===== src/design/nrc_pkg.sv =====
package nrc_pkg;

  // I/O space and data widths.
  localparam int ADDR_W = 8;
  localparam int DATA_W = 8;
  localparam int CNT_W = 8;

  // Fully decoded I/O ports.
  localparam logic [7:0] PORT_A_ADDR = 8'h92;
  localparam logic [7:0] FAST_RST_ADDR = 8'hEF;
  localparam logic [7:0] BUSY_CLR_ADDR = 8'hF0;
  localparam logic [7:0] COPRO_RST_ADDR = 8'hF1;
  localparam logic [7:0] MISC_ADDR = 8'hE0;
  localparam logic [7:0] STATUS_ADDR = 8'hE1;

  // Field positions.
  localparam int PA_RST_BIT = 0;
  localparam int PA_A20_BIT = 1;
  localparam int MISC_NO_CPRST_BIT = 6;
  localparam int MISC_NO_FAST_BIT = 7;

  // Reset and read-back values.
  localparam logic [7:0] MISC_RESET = 8'h00;
  localparam logic [7:0] PORT_A_FILL = 8'hFC;
  localparam logic [7:0] FAST_RST_READ = 8'hFF;
  localparam logic [7:0] UNMAPPED_READ = 8'hFF;
  localparam logic [7:0] RDATA_IDLE = 8'h00;
  localparam logic [1:0] STATUS_PAD = 2'h0;

  // Timing, in cycles of the double-rate clock at 25 MHz.
  localparam int CLK_PERIOD_NS = 40;
  localparam int HOT_DELAY_NS = 6720;
  localparam int HOT_DELAY_CYC_I =
    (HOT_DELAY_NS + CLK_PERIOD_NS - 1) / CLK_PERIOD_NS;
  localparam logic [7:0] HOT_DELAY_CYC = 8'(HOT_DELAY_CYC_I);
  localparam logic [7:0] CPU_RST_CYC = 8'h10;
  localparam logic [7:0] COPRO_RST_CYC = 8'h50;
  localparam logic [7:0] READY_HOLD_CYC = 8'h50;
  localparam logic [7:0] CNT_IDLE = 8'h00;
  localparam logic [7:0] CNT_LAST = 8'h01;
  localparam logic [1:0] WAIT_STATE_CYC = 2'h2;
  localparam logic [1:0] WS_IDLE = 2'h0;

  // One I/O access as seen on the register port.
  typedef struct packed {
    logic [7:0] addr;
    logic [7:0] wdata;
    logic wr;
    logic rd;
  } nrc_io_req_t;

endpackage : nrc_pkg


===== src/design/nrc_copro_glue.sv =====
// The register offsets and the plain strobed port were chosen for this implementation.
`timescale 1ns/1ps
`default_nettype none

// Summary of operation
// RULE_01 - External reset makes a system reset driving CPU and coprocessor.
// RULE_02 - Hot CPU reset from port 92h bit 0, EFh read, or pin.
// RULE_03 - The hot-reset pin starts the CPU reset without delay.
// RULE_04 - Port-triggered hot resets wait 6.72 us before the CPU reset.
// RULE_05 - A detected CPU shutdown cycle issues a CPU-only reset.
// RULE_06 - Each CPU-only reset is clock synchronous and 16 cycles long.
// RULE_07 - Writing F1h gives an 80-cycle coprocessor-only reset pulse.
// RULE_08 - Ready stays inactive 80 cycles after coprocessor reset falls; the code holds it only after F1h resets, not after system resets.
// RULE_09 - Misc settings bit 6 set blocks the F1h coprocessor reset.
// RULE_10 - Coprocessor error raises interrupt 13 and latches CPU busy.
// RULE_11 - Handler writes F0h; the device then clears the latched busy.
// RULE_12 - CPU busy always follows coprocessor busy as well.
// RULE_13 - Self-test via busy is requested only during system reset.
// RULE_14 - Hot CPU resets never request the self-test.
// RULE_15 - Operand request normally passes straight from coprocessor.
// RULE_16 - After an error, operand request is held once busy drops.
// RULE_17 - Writing F0h releases the held operand request.
// RULE_18 - Coprocessor cycles get ready after one wait state time-out.
// RULE_19 - External logic maps only even ports F8h-FEh to coprocessor.
// RULE_20 - Ports F0h and F1h are decoded on every address bit.
// RULE_21 - Misc settings bit 7 set stops EFh reads resetting the CPU.
// RULE_22 - Port 92h bit 0 stays set until rewritten or reset.
// RULE_23 - CPU reset sources are ORed; new requests never shorten a pulse.
// RULE_24 - System reset clears the error busy latch and operand hold.
module nrc_copro_glue (
  // Clock and reset
  input wire logic core_clk_in,
  input wire logic rst_in,
  // System and CPU reset sources
  input wire logic system_reset_drive_in,
  input wire logic supply_valid_in,
  input wire logic hot_reset_request_in,
  input wire logic cpu_shutdown_in,
  // Register port
  input wire logic [nrc_pkg::ADDR_W-1:0] io_addr_in,
  input wire logic [nrc_pkg::DATA_W-1:0] io_wdata_in,
  input wire logic io_wr_in,
  input wire logic io_rd_in,
  output logic [nrc_pkg::DATA_W-1:0] io_rdata_out,
  // Coprocessor side
  input wire logic copro_error_in,
  input wire logic copro_busy_in,
  input wire logic copro_operand_req_in,
  input wire logic copro_cycle_in,
  input wire logic cpu_ready_in,
  // CPU and coprocessor controls
  output logic cpu_reset_out,
  output logic copro_reset_out,
  output logic cpu_busy_out,
  output logic cpu_operand_req_out,
  output logic cpu_ready_out,
  output logic irq13_out
);

  nrc_pkg::nrc_io_req_t req;
  logic wr_port_a;
  logic rd_fast_rst;
  logic wr_busy_clr;
  logic wr_copro_rst;
  logic sys_rst_q;
  logic blk_rst;
  logic pa_rst_q;
  logic pa_a20_q;
  logic [7:0] misc_q;
  logic rc_q;
  logic rc_start;
  logic fast_req;
  logic dly_act;
  logic dly_done;
  logic cpu_start;
  logic cpu_act;
  logic cpu_rst_q;
  logic cp_start;
  logic cp_act;
  logic cp_done;
  logic cp_done_q;
  logic copro_rst_q;
  logic hold_act;
  logic ready_block;
  logic err_busy_q;
  logic pereq_hold_q;
  logic irq13_q;
  logic [1:0] ws_q;
  logic [7:0] rdata_q;
  logic [7:0] status_word;

  // Every address bit takes part, so F0h and F1h never alias here.
  function automatic logic io_hit(input nrc_pkg::nrc_io_req_t r,
                                  input logic [7:0] port);
    return r.addr == port; // [RULE_20]
  endfunction : io_hit

  assign req = {io_addr_in, io_wdata_in, io_wr_in, io_rd_in};
  assign wr_port_a = req.wr && io_hit(req, nrc_pkg::PORT_A_ADDR);
  assign rd_fast_rst = req.rd && io_hit(req, nrc_pkg::FAST_RST_ADDR);
  assign wr_busy_clr = req.wr && io_hit(req, nrc_pkg::BUSY_CLR_ADDR);
  assign wr_copro_rst = req.wr && io_hit(req, nrc_pkg::COPRO_RST_ADDR);

  // System reset from the external drive pin or a failing supply.
  always_ff @(posedge core_clk_in) begin
    if (rst_in) begin
      sys_rst_q <= 1'b1;
    end else begin
      sys_rst_q <= system_reset_drive_in || !supply_valid_in; // [RULE_01]
    end
  end

  assign blk_rst = rst_in || sys_rst_q;

  // Port 92h keeps its reset bit until rewritten or reset.
  always_ff @(posedge core_clk_in) begin
    if (blk_rst) begin
      pa_rst_q <= 1'b0;
      pa_a20_q <= 1'b0;
    end else if (wr_port_a) begin
      pa_rst_q <= req.wdata[nrc_pkg::PA_RST_BIT]; // [RULE_22]
      pa_a20_q <= req.wdata[nrc_pkg::PA_A20_BIT];
    end
  end

  always_ff @(posedge core_clk_in) begin
    if (blk_rst) begin
      misc_q <= nrc_pkg::MISC_RESET;
    end else if (req.wr && io_hit(req, nrc_pkg::MISC_ADDR)) begin
      misc_q <= req.wdata;
    end
  end

  // Edge of the hot-reset pin, so a held pin gives one pulse.
  always_ff @(posedge core_clk_in) begin
    if (blk_rst) begin
      rc_q <= 1'b0;
    end else begin
      rc_q <= hot_reset_request_in;
    end
  end

  assign rc_start = hot_reset_request_in && !rc_q; // [RULE_03]

  // Setting bit 0 (a 0 to 1 change) or reading EFh with misc bit 7 clear asks for a reset.
  assign fast_req =
    (wr_port_a && req.wdata[nrc_pkg::PA_RST_BIT] && !pa_rst_q) || // [RULE_02]
    (rd_fast_rst && !misc_q[nrc_pkg::MISC_NO_FAST_BIT]); // [RULE_21]

  nrc_pulse_timer u_hot_delay (
    .clk_in(core_clk_in),
    .rst_in(blk_rst),
    .start_in(fast_req),
    .len_in(nrc_pkg::HOT_DELAY_CYC), // [RULE_04]
    .active_out(dly_act),
    .done_out(dly_done)
  );

  assign cpu_start = rc_start || cpu_shutdown_in || dly_done; // [RULE_05] [RULE_23]

  nrc_pulse_timer u_cpu_reset (
    .clk_in(core_clk_in),
    .rst_in(blk_rst),
    .start_in(cpu_start),
    .len_in(nrc_pkg::CPU_RST_CYC), // [RULE_06]
    .active_out(cpu_act),
    .done_out()
  );

  always_ff @(posedge core_clk_in) begin
    if (rst_in) begin
      cpu_rst_q <= 1'b1;
    end else begin
      cpu_rst_q <= sys_rst_q || cpu_act; // [RULE_01] [RULE_23]
    end
  end

  assign cp_start = wr_copro_rst && !misc_q[nrc_pkg::MISC_NO_CPRST_BIT]; // [RULE_09]

  nrc_pulse_timer u_copro_reset (
    .clk_in(core_clk_in),
    .rst_in(blk_rst),
    .start_in(cp_start),
    .len_in(nrc_pkg::COPRO_RST_CYC), // [RULE_07]
    .active_out(cp_act),
    .done_out(cp_done)
  );

  always_ff @(posedge core_clk_in) begin
    if (rst_in) begin
      copro_rst_q <= 1'b1;
      cp_done_q <= 1'b0;
    end else begin
      copro_rst_q <= sys_rst_q || cp_act; // [RULE_01] [RULE_07]
      cp_done_q <= cp_done;
    end
  end

  // The hold starts in the first cycle with the reset output low.
  nrc_pulse_timer u_ready_hold (
    .clk_in(core_clk_in),
    .rst_in(blk_rst),
    .start_in(cp_done_q),
    .len_in(nrc_pkg::READY_HOLD_CYC), // [RULE_08]
    .active_out(hold_act),
    .done_out()
  );

  // Error latch; an error in the clearing cycle wins over the clear.
  always_ff @(posedge core_clk_in) begin
    if (blk_rst) begin
      err_busy_q <= 1'b0; // [RULE_24]
    end else if (copro_error_in) begin
      err_busy_q <= 1'b1; // [RULE_10]
    end else if (wr_busy_clr) begin
      err_busy_q <= 1'b0; // [RULE_11]
    end
  end

  always_ff @(posedge core_clk_in) begin
    if (blk_rst) begin
      pereq_hold_q <= 1'b0; // [RULE_24]
    end else if (wr_busy_clr) begin
      pereq_hold_q <= 1'b0; // [RULE_17]
    end else if (err_busy_q && !copro_busy_in) begin
      pereq_hold_q <= 1'b1; // [RULE_16]
    end
  end

  always_ff @(posedge core_clk_in) begin
    if (blk_rst) begin
      irq13_q <= 1'b0;
    end else begin
      irq13_q <= copro_error_in; // [RULE_10]
    end
  end

  // Busy during system reset asks the CPU for its self-test; the
  // hot reset timer never feeds this term.
  assign cpu_busy_out = copro_busy_in || err_busy_q || sys_rst_q; // [RULE_12] [RULE_13] [RULE_14]
  assign cpu_operand_req_out = copro_operand_req_in || pereq_hold_q; // [RULE_15]
  assign cpu_reset_out = cpu_rst_q;
  assign copro_reset_out = copro_rst_q;
  assign irq13_out = irq13_q;

  // Wait-state counter; it saturates so an absent part cannot hang.
  always_ff @(posedge core_clk_in) begin
    if (blk_rst || !copro_cycle_in) begin
      ws_q <= nrc_pkg::WS_IDLE;
    end else if (ws_q != nrc_pkg::WAIT_STATE_CYC) begin
      ws_q <= ws_q + 1'b1; // [RULE_18]
    end
  end

  assign ready_block = cp_act || copro_rst_q || hold_act;
  assign cpu_ready_out = copro_cycle_in && !ready_block &&
    (cpu_ready_in || ws_q == nrc_pkg::WAIT_STATE_CYC); // [RULE_18] [RULE_08]

  assign status_word = {err_busy_q, pereq_hold_q, cpu_rst_q, copro_rst_q,
                        hold_act, dly_act, nrc_pkg::STATUS_PAD};

  // Read data stand only in the cycle after the read strobe.
  always_ff @(posedge core_clk_in) begin
    if (rst_in) begin
      rdata_q <= nrc_pkg::RDATA_IDLE;
    end else if (req.rd) begin
      case (req.addr)
        nrc_pkg::PORT_A_ADDR: begin
          rdata_q <= nrc_pkg::PORT_A_FILL |
            {6'h00, pa_a20_q, pa_rst_q};
        end
        nrc_pkg::FAST_RST_ADDR: begin
          rdata_q <= nrc_pkg::FAST_RST_READ;
        end
        nrc_pkg::MISC_ADDR: begin
          rdata_q <= misc_q;
        end
        nrc_pkg::STATUS_ADDR: begin
          rdata_q <= status_word;
        end
        default: begin
          rdata_q <= nrc_pkg::UNMAPPED_READ;
        end
      endcase
    end else begin
      rdata_q <= nrc_pkg::RDATA_IDLE;
    end
  end

  assign io_rdata_out = rdata_q;

  AST_SYS_RESET: assert property (@(posedge core_clk_in) disable iff (rst_in) // [RULE_01]
    sys_rst_q |-> cpu_busy_out ##1 cpu_reset_out && copro_reset_out)
    else $error("System reset did not reach CPU and coprocessor.");

  AST_HOT_PIN: assert property (@(posedge core_clk_in) disable iff (rst_in) // [RULE_03]
    rc_start && !blk_rst |=> cpu_act ##1 cpu_reset_out)
    else $error("Hot reset pin did not reset the CPU at once.");

  AST_HOT_DELAY: assert property (@(posedge core_clk_in) disable iff (rst_in) // [RULE_04]
    fast_req && !dly_act && !blk_rst |=> dly_act && !dly_done
    ##167 dly_done)
    else $error("Port hot reset was not delayed.");

  AST_CPU_LEN: assert property (@(posedge core_clk_in) disable iff (rst_in) // [RULE_06]
    $rose(cpu_act) && !sys_rst_q |-> cpu_act [*8] ##1 cpu_act [*8]
    ##1 !cpu_act || cpu_start)
    else $error("CPU reset pulse is not 16 cycles.");

  AST_COPRO_MASK: assert property (@(posedge core_clk_in) disable iff (rst_in) // [RULE_09]
    wr_copro_rst && misc_q[nrc_pkg::MISC_NO_CPRST_BIT] && !cp_act
    |=> !cp_act)
    else $error("Coprocessor reset fired while disabled.");

  AST_READY_HOLD: assert property (@(posedge core_clk_in) disable iff (rst_in) // [RULE_08]
    $fell(copro_reset_out) && $past(cp_done_q) && !blk_rst
    |-> hold_act [*8] ##0 !cpu_ready_out)
    else $error("Ready was not held after coprocessor reset.");

  AST_ERR_BUSY: assert property (@(posedge core_clk_in) disable iff (rst_in) // [RULE_10]
    copro_error_in && !blk_rst |=> cpu_busy_out && irq13_out)
    else $error("Error did not latch busy and interrupt.");

  AST_BUSY_CLEAR: assert property (@(posedge core_clk_in) disable iff (rst_in) // [RULE_11]
    wr_busy_clr && !copro_error_in |=> !err_busy_q ##0
    (cpu_busy_out == (copro_busy_in || sys_rst_q)))
    else $error("Busy clear port did not clear the latch.");

  AST_BUSY_PASS: assert property (@(posedge core_clk_in) disable iff (rst_in) // [RULE_12]
    copro_busy_in |-> cpu_busy_out)
    else $error("CPU busy missed coprocessor busy.");

  AST_PEREQ_HOLD: assert property (@(posedge core_clk_in) disable iff (rst_in) // [RULE_16]
    err_busy_q && !copro_busy_in && !wr_busy_clr && !blk_rst
    |=> cpu_operand_req_out)
    else $error("Operand request was not held after an error.");

  AST_PEREQ_PASS: assert property (@(posedge core_clk_in) disable iff (rst_in) // [RULE_15]
    !pereq_hold_q |-> cpu_operand_req_out == copro_operand_req_in)
    else $error("Operand request does not follow the coprocessor.");

  AST_READY_TIMEOUT: assert property (@(posedge core_clk_in) disable iff (rst_in) // [RULE_18]
    (copro_cycle_in && !ready_block && !blk_rst) [*3] |-> cpu_ready_out)
    else $error("Ready time-out did not fire.");

  AST_FAST_MASK: assert property (@(posedge core_clk_in) disable iff (rst_in) // [RULE_21]
    rd_fast_rst && misc_q[nrc_pkg::MISC_NO_FAST_BIT] && !dly_act
    && !wr_port_a |=> !dly_act)
    else $error("Masked fast reset read started a reset.");

endmodule : nrc_copro_glue

`default_nettype wire


===== src/design/nrc_pulse_timer.sv =====
`timescale 1ns/1ps
`default_nettype none

module nrc_pulse_timer (
  // Clock and reset
  input wire logic clk_in,
  input wire logic rst_in,
  // Control
  input wire logic start_in,
  input wire logic [nrc_pkg::CNT_W-1:0] len_in,
  // Status
  output logic active_out,
  output logic done_out
);

  logic [nrc_pkg::CNT_W-1:0] cnt_q;

  // A start while running is ignored, so a pulse is never cut short.
  always_ff @(posedge clk_in) begin
    if (rst_in) begin
      cnt_q <= nrc_pkg::CNT_IDLE;
    end else if (start_in && cnt_q == nrc_pkg::CNT_IDLE) begin
      cnt_q <= len_in;
    end else if (cnt_q != nrc_pkg::CNT_IDLE) begin
      cnt_q <= cnt_q - 1'b1;
    end
  end

  assign active_out = (cnt_q != nrc_pkg::CNT_IDLE);
  assign done_out = (cnt_q == nrc_pkg::CNT_LAST);

  AST_TMR_LOAD: assert property (@(posedge clk_in) disable iff (rst_in)
    start_in && !active_out |=> cnt_q == $past(len_in)) // [RULE_06]
    else $error("Timer did not load its length.");

  AST_TMR_NO_SHORTEN: assert property (@(posedge clk_in)
    disable iff (rst_in)
    active_out && !done_out |=> active_out) // [RULE_23]
    else $error("Running pulse was shortened.");

endmodule : nrc_pulse_timer

`default_nettype wire


===== config.mk =====
export PLATFORM = sky130hd
export DESIGN_NAME = nrc_copro_glue
export DESIGN_NICKNAME = d
export VERILOG_FILES = /design/src/design/nrc_pkg.sv /design/src/design/nrc_copro_glue.sv /design/src/design/nrc_pulse_timer.sv
export SDC_FILE = /design/constraint.sdc
export NUM_CORES = 1
export LEC_CHECK = 0
export BUFFER_PORTS_ARGS = -buffer_cell sky130_fd_sc_hd__buf_2
export CORE_MARGIN = 2
export CORE_UTILIZATION = 33
export CTS_CLUSTER_SIZE = 8
export DETAILED_ROUTE_END_ITERATION = 10
export PLACE_DENSITY = 0.59
export SYNTH_ARGS = -nofsm -noshare
export SYNTH_HDL_FRONTEND = slang
export SYNTH_SLANG_ARGS = --single-unit

===== constraint.sdc =====
create_clock -name core_clk_in -period 2.6 [get_ports core_clk_in]
set_input_delay 0.52 -clock core_clk_in [delete_from_list [all_inputs] [get_ports core_clk_in]]
set_output_delay 0.52 -clock core_clk_in [all_outputs]
set_load 0.02 [all_outputs]

# After elaboration in Yosys (flattened, before gate mapping)
# Index checks and enable logic that the tools add are counted.
# op_classes
n_bitwise	1
reduce_logical	58
eq_ne	10
muxes	11
n_addsub	5
# op_table
operator	count
$eq 8x8->1 const B	6
$logic_not 8->1	4
$reduce_bool 8->1	4
$sub 8x1->8 const B	4
$mux 7	4
$pmux 8 s3	1
$logic_and 1x1->1	17
$eq 8x1->1 const B	2
$mux 8	2
$logic_or 1x1->1	14
$reduce_or 2->1	6
$mux 5	2
$reduce_bool 2->1	5
$logic_not 1->1	8
$add 2x1->2 const B	1
$eq 2x2->1 const B	1
$mux 1	2
$ne 2x2->1 const B	1
$not 1->1	1
# word_totals
register_bits	60
out_inout_bits	14

# Logic depth before layout (Yosys ltp)
# Gate-level depths: netlist (run 1).
# logic_depth
depth_word	7
ltp_mapped	7
mapped_depth_nobuf	6

# By module
# From an unflattened synthesis (run 1), not the netlist that was laid out.
# unflattened
cells_unflattened	372
area_unflattened_um2	3223.1
# modules_own_cells
mod	area_each_um2	instances	cells_each	seq_area_each_um2
nrc_pulse_timer	508.0	4	60	160.2
nrc_copro_glue	1191.1	1	132	560.5

# Least setup slack after synthesis (run 1)
# OpenSTA, ideal clock, no wires.
# synth_timing
path_kind	register -> output
start	reg u_ready_hold.cnt_q[0] (netlist bit)
end	out cpu_ready_out
stages_incl_launch_ff	7
path_buffers	1
t_arrival_ns	2.084
slack_ns	-0.004
required_time_ns	2.080
cell_sequence	dfxtp_1 -> inv_1 -> ha_1 -> or4b_4 -> or4_1 -> buf_2 -> nor3_1
# synth_via
elab_chain_cells	5
# synth_rtl
element	line_no	text
from (decl)	nrc_pulse_timer.sv:16	logic [nrc_pkg::CNT_W-1:0] cnt_q;
from (signal assigned)	nrc_pulse_timer.sv:21	cnt_q <= nrc_pkg::CNT_IDLE;
from (signal assigned)	nrc_pulse_timer.sv:23	cnt_q <= len_in;
from (signal assigned)	nrc_pulse_timer.sv:25	cnt_q <= cnt_q - 1'b1;
$reduce_bool 8->1	nrc_pulse_timer.sv:29	assign active_out = (cnt_q != nrc_pkg::CNT_IDLE);
$logic_or 1x1->1	nrc_copro_glue.sv:255	assign ready_block = cp_act || copro_rst_q || hold_act;
$logic_not 1->1	nrc_copro_glue.sv:256	assign cpu_ready_out = copro_cycle_in && !ready_block &&
$logic_and 1x1->1 (2 in a row)	nrc_copro_glue.sv:256	
to (decl)	nrc_copro_glue.sv:56	output logic cpu_ready_out,
# No other way between the ends.

# Worst setup path after layout (run 1)
# layout_timing
start	reg u_ready_hold.cnt_q[1] (netlist bit)
end	out cpu_ready_out
# The elaborated chain is that of the path after synthesis.

==> results of run 1 <==
## timing repair
item / 4_1_cts / 5_1_grt
setup endpoints to repair: 1 / 1
gates cloned: 0 / 0
setup buffers: 0 / 1
resized for setup: 7 / 0
pin swaps: 2 / 0
endpoints found under the hold margin: 0 / 0
## power by group through the flow
stage | Combinational, mW | Sequential, mW | Clock, mW
after floorplan | 0.0354 | 0.963 | 0
after global placement | 0.0927 | 0.953 | 0
after detailed placement | 0.0922 | 0.954 | 0
after CTS | 0.0927 | 0.933 | 0.948
after global routing | 0.100 | 0.933 | 0.993
final | 0.0911 | 0.933 | 0.929
## kinds of logic after synthesis
group | count (synthesis)
AND/OR/NAND/NOR | 127
flip-flops | 60
AO/OA/AOI/OAI | 48
buffers and inverters | 26
multiplexers | 19
XOR/XNOR | 11
adder cells (fa/ha/maj) | 8
## through the flow
step	instances	worst slack (ns)	TNS (ns)
after floorplan	299	0.1583	0
after global placement	441	0.2080	0
after detailed placement	441	0.1772	0
after CTS	457	-0.003461	-0.003461
after global routing	458	-0.06906	-0.06906
final	458	0.005509	0
## state kept, by name (all words and copies together) (netlist names), 2 cells and up
signal and count:
u_cpu_reset.cnt_q 8, u_ready_hold.cnt_q 8, ws_q 2, misc_q 8, u_hot_delay.cnt_q 8, io_rdata_out 8
u_copro_reset.cnt_q 8
## final timing paths
kind,from,end,slack (ns)
hold / removal,system_reset_drive_in,sys_rst_q,0.38
setup reg to reg,u_ready_hold.cnt_q[1],u_ready_hold.cnt_q[1],0.42
setup / recovery,u_ready_hold.cnt_q[1],cpu_ready_out,0.006
hold reg to reg,u_copro_reset.cnt_q[6],u_copro_reset.cnt_q[6],0.48
## cell usage in the layout (no fill, tap or decap), drive strengths merged, types with 2 or more instances in the layout
cell	n
o21ai	6
nand2	18
nand3	6
buf	51
or4	5
or3b	2
dfxtp	60
xnor2	9
ha	8
or3	8
and2	2
or2	3
a21oi	20
xor2	2
o31ai	7
a211o	2
mux2i	19
nor4b	3
a211oi	4
inv	16
nor4	4
and4b	2
bufinv	2
clkbuf	12
nor3	10
nand2b	3
nor2	44
a31oi	2
nand4b	2
nor2b	4
and3	3
## final cells by class
| cell class | count | area share |
|---|---|---|
| Multi-Input combinational cell | 213 | 0.4238 |
| Sequential cell | 60 | 0.3669 |
| Timing Repair Buffer | 51 | 0.08553 |
| Clock buffer | 12 | 0.04429 |
| Tap cell | 102 | 0.03895 |
| Clock inverter | 4 | 0.02215 |
| Inverter | 16 | 0.01833 |
## per-layer routing
metal / GRT usage / share of wire / vias to the layer above
met4: 0.04348 / 0.013 / 0
met5: 0 / 0 / -
met2: 0.2292 / 0.44 / 46
li1: - / - / 1158
met1: 0.1913 / 0.49 / 1024
met3: 0.05457 / 0.052 / 8
==> results.toml, run 1 <==
[run_status]
status = "finished clean"

[clock_network]
cts_max_path_buffers = 2
cts_tree = "built"
cts_buffers = 9
ctsHtreeMaxLevel = 3
cts_root_buffer = "clkbuf_8"
clk_transition_reported_paths_ns = 0.07
insertion_delay_ns = 0.34
postCtsHoldBufs = 0
clock-sinks = 60

[worst_setup_path]
critical_path_class = "reg -> out"
crit_cells = 6
crit_path_max_fanout = 4
worstSetupStartpointType = "flop"
end_kind = "output pin"
crit_arrival_ns = 2.07
cpPeakStageDelay_ns = 0.47
slowest_stage = "or4b_4"
required_ns = 2.08
path_delay_family = "simple AND/OR/NAND/NOR gates"
critPathBufInv = 2
r2r_cells = 7
crit_chain = "inv_2, ha_4, or4b_4, or4_4, nor3_2, buf_4"

[timing]
tightest_slew_ns = 0.7267
timing.fmax_ghz = 0.3854
min_period_ns = 2.594
fin_skew_ns = 0.009247
finalHoldViolCount = 0
rsz0062_at_grt = "true"
slew_headroom = 0.5146
setup_viol = 0
min_period_over_period = 0.9979
finalMaxSlewViolations = 0
whs_ns = 0.3794

[worst_hold_path]
worst_hold_path.num_cells = 2
hp-class = "in -> reg"

[cells_and_area]
syn2layout_area_growth_pct = 22.84
fin_area_mm2 = 0.003277
drive_above_1_share = 0.2191
seq_area_mm2 = 0.001202
fin_util = 0.4219
fill_cells = 790
nets = 388
multiInputGateArea_mm2 = 0.001389
diodes = 0

[global_route]
grt_overflow = 0
track_usage = 0.1476
grt_max_degree = 19
antenna_found_initial = 0
grt_first_pass_wirelength_mm = 10.01
grt_pass1_vias = 2105

[floorplanning]
io_pins = 43
core_region_area_mm2 = 0.007767
die_w_um = 93.91
rows = 32
die_area_mm2 = 0.008819
initial_core_util = 0.3434
die-height_um = 93.91

[logic_synthesis]
synthCells = 299
synth_edf_count = 0
syn-num-nets = 336
synthSimpleGateAreaFrac = 0.2528
synth-compound-area-share = 0.1149
synth_top_family_by_area = "simple AND/OR/NAND/NOR gates"
synth_common_cells = "60 x dfxtp_1, 44 x nor2_1, 19 x a21oi_1, 19 x mux2i_1, 18 x nand2_1"
synth.most_common_cell = "dfxtp_1"
synth_ff_type = "dfxtp_1"
yosysTopAreaCell = "dfxtp_1"
synthMuxAreaShare = 0.07129
avgSynthCellArea_um2 = 8.922
synthTopCellsByArea = "dfxtp_1 45%, mux2i_1 7.1%, nor2_1 6.2%"
ys_seq_area_frac = 0.4503
yosysTopAreaCellShare = 0.4503
ys_ff_latch = 60
synth_fa_ha_area_frac = 0.03752
synth.distinct_cells = 49
synth_xor_area_frac = 0.03612
syn_area_mm2 = 0.002668
ys_warn_count = 0
async_reset_ff_frac = 0

[power]
intPower_mw = 1.532
seq_power_share = 0.478
finalPower_mw = 1.953
p_per_area_mw_per_mm2 = 596.0
swShare = 0.2153
power_frac_comb = 0.047
p_leak_nw = 1.446
switching_power_mw = 0.4204
peakVddDrop_uv = 267.4
p_clk_frac = 0.476

[run]
cap_viol_max_count = 0

[placed_design]
place_hpwl_mm = 4.518
place_area_mm2 = 0.003032
gp_congestion = 0.7933
port_buffers = 42

[drt]
wl_per_cell_um = 13.17
drt-total-wl_mm = 6.034
vias = 2236
drt_iter0_markers = 83
drcViolationCount = 0
vias_per_cell = 4.882
ant_nets = 0
firstDrtPassIters = 4
(Power assumes the default switching activity.)
==> run 2, diff against run 1 <==
PLACE_DENSITY = 0.61   (was 0.59)
SYNTH_HIERARCHICAL = 1   (was unset)
==> run 2 against run 1 <==
Core utilization is 1.3 points higher. Final cell count is 29% higher. Die area is 18% higher. Clock-buffer cell count is 1 lower. Critical path depth is 2 higher. Area after synthesis is 19% higher. Synthesized cell count is 23% higher. First-iteration DRC count is 43% higher. Combinational power is 69% higher. Maximum frequency is 2.1% higher. Sequential share of layout area is 6.7 points lower. Non-clock buffer count is 14 higher. Critical path type unchanged. Largest power group unchanged. Highest routed layer unchanged.
==> results.toml, run 2 <==
[clock_network]
ctsHtreeMaxLevel = 3
clock-sinks = 60
insertion_delay_ns = 0.33
clk_transition_reported_paths_ns = 0.06
cts_buffers = 9
cts_max_path_buffers = 2
cts_root_buffer = "clkbuf_8"
cts_tree = "built"

[floorplanning]
io_pins = 43
core_region_area_mm2 = 0.009284
die-height_um = 102.2
initial_core_util = 0.3426
rows = 35
die_w_um = 102.2
die_area_mm2 = 0.01044

[global_route]
grt_max_degree = 26
track_usage = 0.1602
grt_pass1_vias = 2712
grt_first_pass_wirelength_mm = 13.09
antenna_found_initial = 0
grt_overflow = 0

[timing]
min_period_over_period = 0.9773
whs_ns = 0.3810
finalMaxSlewViolations = 0
finalHoldViolCount = 0
fin_skew_ns = 0.008460
min_period_ns = 2.541
slew_headroom = 0.6345
finalWorstSetupSlack_ns = 0.05890
timing.fmax_ghz = 0.3935
tightest_slew_ns = 0.5345
setup_viol = 0

[placed_design]
port_buffers = 42
place_hpwl_mm = 5.583
dp.cells = 564
preCtsSetupSlack_ns = 0.07841
gp_congestion = 0.8435

[worst_setup_path]
slowest_stage = "or3b_4"
cpPeakStageDelay_ns = 0.39
required_ns = 2.08
critical_path_class = "reg -> out"
reg2reg_slack_ns = 0.33
crit_chain = "inv_2, ha_4, or3b_4, nor2_4, inv_4, nor4b_4, o21a_1, buf_4"
crit_arrival_ns = 2.02
end_kind = "output pin"
crit_path_max_fanout = 6
r2r_cells = 8
worstSetupStartpointType = "flop"

[power]
intPower_mw = 1.553
seq_power_share = 0.467
p_clk_frac = 0.457
p_per_area_mw_per_mm2 = 497.4
finalPower_mw = 2.010
peakVddDrop_uv = 216.4
power_frac_comb = 0.076
switching_power_mw = 0.4568
swShare = 0.2273
p_leak_nw = 1.875

[cells_and_area]
fill_cells = 951
layout_common_cells = "54 x dfxtp_1, 41 x buf_2, 36 x conb_1"
seq_area_mm2 = 0.001211
mostFrequentLayoutCell = "dfxtp_1"
syn2layout_area_growth_pct = 27.07
multiInputGateArea_mm2 = 0.001963
fin_cells = 591
diodes = 0
nets = 493
drive_above_1_share = 0.2446

[drt]
met2_length_mm = 3.689
ant_nets = 0
dr_wl_met3_um = 286
firstDrtPassIters = 4
drcViolationCount = 0
drt-total-wl_mm = 7.983
vias = 2917
wl_met1_mm = 3.897
drt_iter0_markers = 119
vias_per_cell = 4.936
wl_per_cell_um = 13.51
routed.top_layer = "met4"

[run_status]
status = "finished clean"

[logic_synthesis]
ys_warn_count = 6
avgSynthCellArea_um2 = 8.643
synthCells = 368
syn_area_mm2 = 0.003181

[worst_hold_path]
hp-class = "in -> reg"
worst_hold_path.num_cells = 2

[run]
cap_viol_max_count = 0
run 2: layout make-up:
cell class	count	area share
Multi-Input combinational cell	298	0.4858
Sequential cell	60	0.2997
Timing Repair Buffer	65	0.09845
Tap cell	129	0.03994
Clock buffer	11	0.03498
Inverter	23	0.02260
Clock inverter	5	0.01858
run 2: repair_timing:
| action | CTS | global route |
|---|---|---|
| setup endpoints to repair | 1 | 1 |
| setup buffers | 4 | 7 |
| resized for setup | 17 | 9 |
| pin swaps | 3 | 7 |
| hold buffers | 0 | 0 |
run 2: per-stage QoR:
stage                     utilization  setup TNS (ns)  cell area, um^2
after floorplan                     -               0             3308
after global placement         0.3947               0             3665
after detailed placement       0.3947               0             3665
after CTS                      0.4278               0             3971
after global routing           0.4353        -0.02264             4041
final                          0.4353               0             4041
run 2: path summary, 6_finish.rpt:
path	startpoint	end
max	u_copro_reset/cnt_q[1]	cpu_ready_out
min	system_reset_drive_in	sys_rst_q
max reg2reg	u_hot_delay/cnt_q[3]	u_cpu_reset/cnt_q[1]
min reg2reg	misc_q[5]	misc_q[5]
run 2: critical path, delay by kind of cell, from the launching register on:
kind                     cells  cell delay [ns]
AO/OA/AOI/OAI                1             0.15
adder cells (fa/ha/maj)      1             0.14
buffers and inverters        3             0.28
flip-flops                   1             0.34
AND/OR/NAND/NOR              3             0.79
run 2: power groups by stage:
stage / logic [mW] / clock network (mW) / registers [mW]
floorplan: 0.0841 / 0 / 0.969
global placement: 0.150 / 0 / 0.959
detailed placement: 0.152 / 0 / 0.959
CTS: 0.153 / 0.946 / 0.939
global route: 0.173 / 0.990 / 0.939
finish: 0.154 / 0.918 / 0.938
run 2: routing by layer:
layer  GRT usage  up-vias
met2      0.2601       55
li1            -     1483
met4     0.05846        0
met5           0        -
met1      0.2106     1371
met3     0.03352        8
